## src/verilog/mdu_pkg.sv

```systemverilog
package mdu_pkg;

    // Register addresses on the system register port.
    localparam logic [19:0] MDU_ADDR_CTRL = 20'hF00E8;
    localparam logic [19:0] MDU_ADDR_A_LOW = 20'hF00F0;
    localparam logic [19:0] MDU_ADDR_A_HIGH = 20'hF00F2;
    localparam logic [19:0] MDU_ADDR_B_LOW = 20'hF00F4;
    localparam logic [19:0] MDU_ADDR_B_HIGH = 20'hF00F6;
    localparam logic [19:0] MDU_ADDR_REM_LOW = 20'hF00F8;
    localparam logic [19:0] MDU_ADDR_REM_HIGH = 20'hF00FA;

    // Field positions in arith_control.
    localparam int MDU_SELECT_BIT = 7;
    localparam int MDU_GO_BIT = 0;

    // Values after reset, and the value read from an unmapped address.
    localparam logic [7:0] MDU_CTRL_RESET = 8'h00;
    localparam logic [15:0] MDU_DATA_RESET = 16'h0000;
    localparam logic [15:0] MDU_UNMAPPED_READ = 16'h0000;

    // A division retires two quotient bits per clock.
    localparam int MDU_DIV_CLOCKS = 16;
    localparam logic [3:0] MDU_DIV_LAST = 4'(MDU_DIV_CLOCKS - 1);
    localparam logic [3:0] MDU_CNT_RESET = 4'h0;

    typedef struct packed {
        logic wr;
        logic rd;
        logic [19:0] addr;
        logic [15:0] wdata;
    } mdu_req_s;

    typedef enum logic {
        MDU_IDLE = 1'b0,
        MDU_DIV = 1'b1
    } mdu_state_e;

endpackage

```

## src/verilog/mdu_unit.sv

```systemverilog
`timescale 1ns/1ps
module mdu_unit
    import mdu_pkg::*;
(
    input wire logic clk,
    input wire logic nrst,
    input wire mdu_req_s req,
    output logic [15:0] rdata,
    output logic divide_done_irq
);

    logic [15:0] operand_a_low, operand_a_high;
    logic [15:0] operand_b_low, operand_b_high;
    logic [15:0] remainder_low, remainder_high;
    logic divide_select, hi_written, lo_written, mul_pend;
    mdu_state_e state;
    logic [3:0] cnt;

    logic [15:0] next_operand_a_low, next_operand_a_high;
    logic [15:0] next_operand_b_low, next_operand_b_high;
    logic [15:0] next_remainder_low, next_remainder_high;
    logic next_divide_select, next_hi_written, next_lo_written;
    logic next_mul_pend, next_divide_done_irq;
    mdu_state_e next_state;
    logic [3:0] next_cnt;
    logic [15:0] next_rdata;

    logic divide_go;
    logic [31:0] product;
    logic [63:0] step_one, step_two;

    // One restoring step on {remainder, quotient}; operands are unsigned.
    // A zero divisor is not trapped: every step subtracts, so the quotient
    // ends all ones and the remainder keeps the dividend.
    function automatic logic [63:0] div_step(input logic [63:0] rq,
                                             input logic [31:0] d);
        logic [32:0] r2;
        logic [31:0] q2;
        r2 = {rq[63:32], rq[31]};
        q2 = {rq[30:0], 1'b0};
        if (r2 >= {1'b0, d})
        begin
            r2 = r2 - {1'b0, d};
            q2[0] = 1'b1;
        end
        return {r2[31:0], q2};
    endfunction

    assign divide_go = (state == MDU_DIV);
    assign product = operand_a_high * operand_a_low;
    assign step_one = div_step({remainder_high, remainder_low,
                                operand_a_high, operand_a_low},
                               {operand_b_high, operand_b_low});
    assign step_two = div_step(step_one,
                               {operand_b_high, operand_b_low});

    always_comb
    begin
        next_operand_a_low = operand_a_low;
        next_operand_a_high = operand_a_high;
        next_operand_b_low = operand_b_low;
        next_operand_b_high = operand_b_high;
        next_remainder_low = remainder_low;
        next_remainder_high = remainder_high;
        next_divide_select = divide_select;
        next_hi_written = hi_written;
        next_lo_written = lo_written;
        next_mul_pend = 1'b0;
        next_divide_done_irq = 1'b0;
        next_state = state;
        next_cnt = cnt;
        next_rdata = rdata;

        if (req.wr)
        begin
            case (req.addr)
                MDU_ADDR_CTRL:
                begin
                    next_divide_select = req.wdata[MDU_SELECT_BIT];
                    // Go is set only alongside divide mode; a busy unit
                    // keeps go whatever is written to it.
                    if (!divide_go && req.wdata[MDU_SELECT_BIT]
                        && req.wdata[MDU_GO_BIT])
                    begin
                        next_state = MDU_DIV;
                        next_cnt = MDU_CNT_RESET;
                        next_remainder_low = MDU_DATA_RESET;
                        next_remainder_high = MDU_DATA_RESET;
                    end
                end
                MDU_ADDR_A_LOW:
                begin
                    next_operand_a_low = req.wdata;
                    next_lo_written = !divide_select;
                end
                MDU_ADDR_A_HIGH:
                begin
                    next_operand_a_high = req.wdata;
                    next_hi_written = !divide_select;
                end
                MDU_ADDR_B_LOW: next_operand_b_low = req.wdata;
                MDU_ADDR_B_HIGH: next_operand_b_high = req.wdata;
                default: ;
            endcase
        end

        // Both halves seen: fire once and demand two fresh writes. Halves
        // written in divide mode clear their flag, so loading a dividend
        // never launches a stray multiply.
        if (next_hi_written && next_lo_written)
        begin
            next_mul_pend = 1'b1;
            next_hi_written = 1'b0;
            next_lo_written = 1'b0;
        end

        // The product overrides a same-cycle software write to pair B.
        if (mul_pend)
        begin
            next_operand_b_low = product[15:0];
            next_operand_b_high = product[31:16];
        end

        // Division steps take priority over software writes to pair A.
        if (divide_go)
        begin
            {next_remainder_high, next_remainder_low} =
                step_two[63:32];
            {next_operand_a_high, next_operand_a_low} =
                step_two[31:0];
            next_cnt = cnt + 4'h1;
            if (cnt == MDU_DIV_LAST)
            begin
                next_state = MDU_IDLE;
                next_divide_done_irq = 1'b1;
            end
        end

        if (req.rd)
        begin
            case (req.addr)
                MDU_ADDR_CTRL:
                    next_rdata = {8'h00, divide_select, 6'h00,
                                  divide_go};
                MDU_ADDR_A_LOW: next_rdata = operand_a_low;
                MDU_ADDR_A_HIGH: next_rdata = operand_a_high;
                MDU_ADDR_B_LOW: next_rdata = operand_b_low;
                MDU_ADDR_B_HIGH: next_rdata = operand_b_high;
                MDU_ADDR_REM_LOW: next_rdata = remainder_low;
                MDU_ADDR_REM_HIGH: next_rdata = remainder_high;
                default: next_rdata = MDU_UNMAPPED_READ;
            endcase
        end
    end

    always_ff @(posedge clk)
    begin
        if (!nrst)
        begin
            operand_a_low <= MDU_DATA_RESET;
            operand_a_high <= MDU_DATA_RESET;
            operand_b_low <= MDU_DATA_RESET;
            operand_b_high <= MDU_DATA_RESET;
            remainder_low <= MDU_DATA_RESET;
            remainder_high <= MDU_DATA_RESET;
            divide_select <= MDU_CTRL_RESET[MDU_SELECT_BIT];
            state <= MDU_IDLE;
            hi_written <= 1'b0;
            lo_written <= 1'b0;
            mul_pend <= 1'b0;
            cnt <= MDU_CNT_RESET;
            divide_done_irq <= 1'b0;
            rdata <= MDU_DATA_RESET;
        end
        else
        begin
            operand_a_low <= next_operand_a_low;
            operand_a_high <= next_operand_a_high;
            operand_b_low <= next_operand_b_low;
            operand_b_high <= next_operand_b_high;
            remainder_low <= next_remainder_low;
            remainder_high <= next_remainder_high;
            divide_select <= next_divide_select;
            state <= next_state;
            hi_written <= next_hi_written;
            lo_written <= next_lo_written;
            mul_pend <= next_mul_pend;
            cnt <= next_cnt;
            divide_done_irq <= next_divide_done_irq;
            rdata <= next_rdata;
        end
    end

    // Dividend and divisor captured at go, only for the checks below.
    logic [31:0] chk_dividend, chk_divisor;
    always_ff @(posedge clk)
    begin
        if (!nrst)
        begin
            chk_dividend <= 32'h0000_0000;
            chk_divisor <= 32'h0000_0000;
        end
        else if (!divide_go && next_state == MDU_DIV)
        begin
            chk_dividend <= {next_operand_a_high, next_operand_a_low};
            chk_divisor <= {next_operand_b_high, next_operand_b_low};
        end
    end
endmodule // mdu_unit
```

## config.mk

```make
export PLATFORM = sky130hd
export DESIGN_NAME = mdu_unit
export DESIGN_NICKNAME = d
export VERILOG_FILES = /design/src/verilog/mdu_pkg.sv /design/src/verilog/mdu_unit.sv
export SDC_FILE = /design/constraint.sdc
export NUM_CORES = 1
export LEC_CHECK = 0
export BUFFER_PORTS_ARGS = -buffer_cell sky130_fd_sc_hd__buf_2
export CORE_MARGIN = 1.5
export CORE_UTILIZATION = 45
export DETAILED_ROUTE_END_ITERATION = 10
export RECOVER_POWER = 25
export SLEW_MARGIN = 20
export SYNTH_ARGS = -nofsm -noshare
export SYNTH_HDL_FRONTEND = slang
export SYNTH_SLANG_ARGS = --single-unit
export TNS_END_PERCENT = 30
```

## constraint.sdc

```tcl
create_clock -name clk -period 6.58 [get_ports clk]
set_input_delay 0.329 -clock clk [delete_from_list [all_inputs] [get_ports clk]]
set_output_delay 0.329 -clock clk [all_outputs]
set_load 0.1 [all_outputs]
```

### Word level (Yosys, flattened, before mapping)

Cells that the tools add are included.

| operators by class | value |
|---|---|
| add/subtract/negate cells | 3 |
| multiply operators | 1 |
| magnitude comparators | 2 |
| eq/ne operators | 8 |
| mux-type cells | 37 |
| bitwise gates (word level) | 1 |
| reduce and logical (&&, ||, !) cells | 21 |

Operators by type and width:

| kind | count |
|---|---|
| $mux W16 | 17 |
| $eq A20 B20 Y1 const B | 7 |
| $pmux W16 S7 | 1 |
| $ge A33 B32 Y1 | 2 |
| $mux W32 | 2 |
| $sub A32 B32 Y32 | 2 |
| $mul A16 B16 Y32 | 1 |
| $mux W4 | 4 |
| $reduce_bool A2 Y1 | 8 |
| $mux W1 | 13 |
| $reduce_and A2 Y1 | 6 |
| $add A4 B1 Y4 const B | 1 |
| $eq A4 B4 Y1 const B | 1 |
| $logic_and A1 B1 Y1 | 3 |
| $reduce_and A3 Y1 | 1 |
| $logic_not A1 Y1 | 2 |
| $reduce_or A2 Y1 | 1 |
| $not A1 Y1 | 1 |

| word-level totals | value |
|---|---|
| register bits | 122 |
| word-level logic and storage cells | 87 |

### Logic depth before layout (Yosys ltp)

| depth | value |
|---|---|
| depth in word-level cells | 8 |
| gate-level depth with buffers | 27 |
| mapped depth without buffers | 24 |

### Worst setup path before layout

No wires, ideal clock.

| timing path | value |
|---|---|
| kind | register to register |
| from | reg operand_a_low[12] |
| to | reg operand_b_high[14] |
| arrival | 6.050 ns |
| setup slack | 0.409 ns |
| cell stages (with the launch flop) | 24 |
| period minus slack after synthesis | 6.171 ns |
| cells stage by stage | dfxtp_1 -> clkbuf_1 -> clkbuf_1 -> nand2_1 -> fa_1 -> inv_1 -> fa_1 -> fa_1 -> fa_1 -> fa_1 -> inv_1 -> fa_1 -> inv_1 -> ha_1 -> a21o_1 -> a21o_1 -> a21oi_1 -> nand2_1 -> a31oi_1 -> o21ai_0 -> a211o_1 -> o31ai_1 -> xor2_1 -> o22ai_1 |

| between the ends | value |
|---|---|
| longest elaborated chain between the ends | 2 |

RTL lines:

| element | RTL line | source |
|---|---|---|
| start: declaration | mdu_unit.sv:12 | `logic [15:0] operand_a_low, operand_a_high;` |
| start signal: assignment | mdu_unit.sv:177 | `operand_a_low <= next_operand_a_low;` |
| $mul A16 B16 Y32 | mdu_unit.sv:50 | `assign product = operand_a_high * operand_a_low;` |
| $mux W16 | mdu_unit.sv:118 | `if (mul_pend)` |
| end signal: assignment | mdu_unit.sv:180 | `operand_b_high <= next_operand_b_high;` |
| end: declaration | mdu_unit.sv:13 | `logic [15:0] operand_b_low, operand_b_high;` |

No other way between the ends.
A chain may end at the register's enable or synchronous reset.

### Worst setup path after layout

| timing path | value |
|---|---|
| from | reg operand_a_low[6] |
| to | reg operand_b_high[15] |

The elaborated chain is that of the path after synthesis.

==> impl_table.tex <==
\begin{tabular}{lr}
\hline
Metric & Value \\
\hline
\multicolumn{2}{l}{\textbf{Power and ir drop}} \\
VDD IR max & 192 µV \\
Clk pwr share & 53.6\% \\
Combinational fraction of design power & 3.6\% \\
Part of the power in registers & 42.8\% \\
Leakage & 9.39 nW \\
Net Switching & 0.453 mW \\
Internal & 1.27 mW \\
Net Sw Frac & 26.3\% \\
Power density normalized to cell area & 85.0 mW/mm² \\
\multicolumn{2}{l}{\textbf{Floorplanning}} \\
Die Wd & 203 µm \\
Initial Utilization & 45.4\% \\
Core Footprint & 0.0396 mm² \\
Die H & 203 µm \\
DIE AREA & 0.0412 mm² \\
Row count & 73 \\
Count of pins on the block boundary & 57 \\
\multicolumn{2}{l}{\textbf{Synthesis}} \\
Syn Inst Count & 2217 \\
Most used standard cells in the synthesized netlist & sky130\_fd\_sc\_hd\_\_inv\_1 (270), sky130\_fd\_sc\_hd\_\_nand2\_1 (263), sky130\_fd\_sc\_hd\_\_fa\_1 (196), sky130\_fd\_sc\_hd\_\_ha\_1 (169), sky130\_fd\_sc\_hd\_\_nor2\_1 (169) \\
Flip-flop and latch count after synthesis & 122 \\
Netlist area before placement & 0.0180 mm² \\
Mean instance size in the synthesized netlist & 8.12 µm² \\
Sequential cell area fraction in the yosys report & 13.6\% \\
Main area contributors after synthesis & sky130\_fd\_sc\_hd\_\_fa\_1 (22\%), sky130\_fd\_sc\_hd\_\_dfxtp\_1 (14\%), sky130\_fd\_sc\_hd\_\_ha\_1 (12\%) \\
Synth Flop Type & sky130\_fd\_sc\_hd\_\_dfxtp\_1 \\
Dominant cell by count in the synthesized netlist & sky130\_fd\_sc\_hd\_\_inv\_1 \\
Share of the synthesized area in the top cell type & 21.8\% \\
Yosys synthesis warning count & 0 \\
Number of enable flip-flop cells after synthesis & 0 \\
Post-synth net total & 2622 \\
Share of flip-flops with an asynchronous set or reset after synthesis & 0\% \\
Cell taking the most area after synthesis & sky130\_fd\_sc\_hd\_\_fa\_1 \\
Number of distinct library cells after synthesis & 80 \\
\multicolumn{2}{l}{\textbf{Global routing}} \\
Wire length of the first global-routing pass & 93600 µm \\
Initial antenna violation count & 0 \\
GRT Overall Usage & 29.5\% \\
Maximum number of pins on one net before global-route repair & 81 \\
Overall overflow remaining after global route & 0 \\
Via count of the first global-routing pass & 16500 \\
\multicolumn{2}{l}{\textbf{Timing}} \\
Final slew viol count & 44 \\
Worst-Margin Slew & 2060 ps \\
Worst Skew & 14.5 ps \\
Final Hold Vio Count & 0 \\
Max Fclk & 0.159 GHz \\
Post-route clock period utilization & 95.4\% \\
RSZ-0062 raised after global routing & false \\
Fin Setup TNS & 0 ps \\
Final setup violation count & 0 \\
Worst slew margin relative to its limit & -37.5\% \\
Tmin final & 6280 ps \\
\multicolumn{2}{l}{\textbf{Worst setup path}} \\
Maximum fanout count along the critical path & 13 \\
Critical path capture point type & register \\
Number of cells on the worst reg-to-reg path & 22 \\
Startpoint of the lowest-slack register-to-register path & operand\_a\_low[6] \\
Critical Path RT & 6950 ps \\
Endpoint arrival time on the critical path & 6640 ps \\
Class of the most critical setup path & reg2reg \\
Worst reg2reg endpoint & operand\_b\_high[15] \\
Type of element launching the critical path & register \\
Worst setup slack for register-to-register paths & 300 ps \\
\multicolumn{2}{l}{\textbf{CTS}} \\
Number of buffers inserted during clock tree synthesis & 17 \\
Number of sinks driven by the clock tree & 122 \\
CTS root buffer & sky130\_fd\_sc\_hd\_\_clkbuf\_16 \\
Maximum level of the CTS H-tree & 4 \\
Post-cts hold buffer count & 0 \\
TritonCTS clock tree & done \\
Insertion delay of the later-clocked pin in the worst-skew pair & 450 ps \\
Worst-case clock buffer depth & 2 \\
Clock-pin slew on the worst setup and hold paths & 60 ps \\
\multicolumn{2}{l}{\textbf{Place}} \\
Half-perimeter wire length of the detailed placement result & 47600 µm \\
\# placed instances & 2816 \\
Final weighted congestion in routability-driven placement & 1.00 \\
Port Buffer Count & 56 \\
\multicolumn{2}{l}{\textbf{Drt}} \\
Post-detailed-route wirelength per cell & 20.8 µm \\
Antenna Violating Nets Remaining & 0 \\
Number of vias per cell & 5.77 \\
Initial DRC Count & 1490 \\
Remaining routing DRC violations & 0 \\
DRT Wirelength & 59300 µm \\
Length of the first detailed-routing pass in iterations & 5 \\
Via Count & 16400 \\
\multicolumn{2}{l}{\textbf{Min path}} \\
Launch instance of the worst min-delay path & req[2] \\
Hold path endpoint & operand\_a\_low[2] \\
Cell depth of the worst min-delay path & 3 \\
Worst min-delay path category & in2reg \\
\multicolumn{2}{l}{\textbf{Cells and area}} \\
Final nets & 2717 \\
N\_diodes & 0 \\
Synthesis-to-layout area growth & 12.4\% \\
Filler Cells Inserted & 3876 \\
Ratio of cells with drive above 1 in the final layout & 13.6\% \\
Flip-flop and latch area & 0.00249 mm² \\
Non-Filler Instances & 2849 \\
Multi-input logic area & 0.0141 mm² \\
\multicolumn{2}{l}{\textbf{Run status}} \\
Violated checks & capacitance limit, slew limit \\
Outcome & finished with violations \\
\multicolumn{2}{l}{\textbf{Run}} \\
Number of max-cap violations & 1 \\
\hline
\end{tabular}
-- flip-flops by register name, indices dropped and copies added (netlist names) --
signal	count
operand_a_high	16
operand_a_low	16
operand_b_high	16
operand_b_low	16
rdata	16
remainder_high	16
remainder_low	16
cnt	4
divide_done_irq	1
divide_go	1
divide_select	1
hi_written	1
lo_written	1
mul_pend	1
-- area by class of cell --
type | count | share of cell area [%]
clock buffer | 20 | 2.31
clock inverter | 11 | 0.433
inverter | 271 | 5.03
multi-input combinational | 1688 | 69.5
sequential | 122 | 12.3
tap | 525 | 3.25
timing repair buffer | 212 | 7.22
-- critical path: stages, from the launching register on --
cell                       delay, ps
sky130_fd_sc_hd__dfxtp_4         400
sky130_fd_sc_hd__and2_1          190
sky130_fd_sc_hd__fa_1            530
sky130_fd_sc_hd__inv_1            60
sky130_fd_sc_hd__fa_1            540
sky130_fd_sc_hd__inv_1            50
sky130_fd_sc_hd__fa_1            520
sky130_fd_sc_hd__fa_1            440
sky130_fd_sc_hd__fa_1            540
sky130_fd_sc_hd__inv_1            50
sky130_fd_sc_hd__fa_1            570
sky130_fd_sc_hd__inv_1            80
sky130_fd_sc_hd__ha_4            260
sky130_fd_sc_hd__a21oi_1         150
sky130_fd_sc_hd__o21ai_0         150
sky130_fd_sc_hd__a311oi_1        370
sky130_fd_sc_hd__o221ai_1        220
sky130_fd_sc_hd__a31oi_1         270
sky130_fd_sc_hd__nor2b_1          90
sky130_fd_sc_hd__o21ai_2         140
sky130_fd_sc_hd__a21oi_1          90
sky130_fd_sc_hd__or3_1           340
sky130_fd_sc_hd__a31oi_1         150
-- cells by family (layout without fill, tap and decap cells) --
group	Yosys count	in the layout	synth area share, %
DFF	122	122	13.6
buffers and inverters	407	514	8.61
xor gates and xnor gates	82	82	3.99
AOI/OAI and AO/OA	468	468	17.3
muxes	81	81	5.01
and+or+nand+nor	692	692	18.0
adders and majority gates	365	365	33.5
-- power groups by stage --
| stage | Clock [mW] | Sequential, mW | Combinational, mW |
|---|---|---|---|
| CTS | 0.927 | 0.738 | 0.0600 |
| finish | 0.921 | 0.736 | 0.0618 |
| global placement | 0 | 0.755 | 0.0595 |
| detailed placement | 0 | 0.755 | 0.0599 |
| global route | 0.950 | 0.736 | 0.0632 |
| floorplan | 0 | 0.755 | 0.0250 |
-- metal layers --
| metal | track usage (%) | share of wire, % | vias up |
|---|---|---|---|
| met1 | 40.8 | 44 | 8110 |
| met5 | 0 | 0 | - |
| met3 | 4.03 | 7.3 | 95 |
| met2 | 47.8 | 46 | 615 |
| met4 | 8.92 | 2.5 | 0 |
| li1 | - | - | 7607 |
-- metrics by stage --
stage	setup slack [ps]	util (%)	hold WS [ps]	power, mW	instance area (µm²)
finish	303	51.0	232	1.72	20200
floorplan	409	-	457	0.780	18000
global placement	183	49.4	449	0.814	19600
CTS	40.6	50.8	217	1.73	20200
detailed placement	58.1	49.4	451	0.815	19600
global route	0.606	51.0	235	1.75	20200
-- placed cells by master (no fill, tap or decap), types with 35 or more instances in the layout --
master and n:
sky130_fd_sc_hd__a21oi_1 157, sky130_fd_sc_hd__and2_1 119, sky130_fd_sc_hd__fa_1 196, sky130_fd_sc_hd__dfxtp_1 97, sky130_fd_sc_hd__xnor2_1 57, sky130_fd_sc_hd__a211oi_1 52
sky130_fd_sc_hd__a21o_1 35, sky130_fd_sc_hd__buf_4 151, sky130_fd_sc_hd__ha_1 168, sky130_fd_sc_hd__nor2_1 167, sky130_fd_sc_hd__nand3_1 46, sky130_fd_sc_hd__inv_1 270
sky130_fd_sc_hd__mux2i_1 47, sky130_fd_sc_hd__o21ai_0 63, sky130_fd_sc_hd__buf_2 39, sky130_fd_sc_hd__nand2_1 263
-- worst max path at each step --
stage | startpoint | to | slack [ps] | depth (start not counted)
CTS | operand_a_high[9] | operand_b_high[15] | 40 | 21
global placement | operand_a_high[9] | operand_b_high[15] | 180 | 21
global route | operand_a_high[5] | operand_b_high[15] | 0.6 | 21
floorplan | operand_a_low[12] | operand_b_high[14] | 410 | 23
finish | operand_a_low[6] | operand_b_high[15] | 300 | 22
detailed placement | operand_a_high[9] | operand_b_high[5] | 60 | 22
-- timing repair --
item                       4_1_cts  5_1_grt
buffers inserted                 0        2
resized for setup                0       39
setup endpoints to repair        0        6
Power figures use the tool's default switching activity.
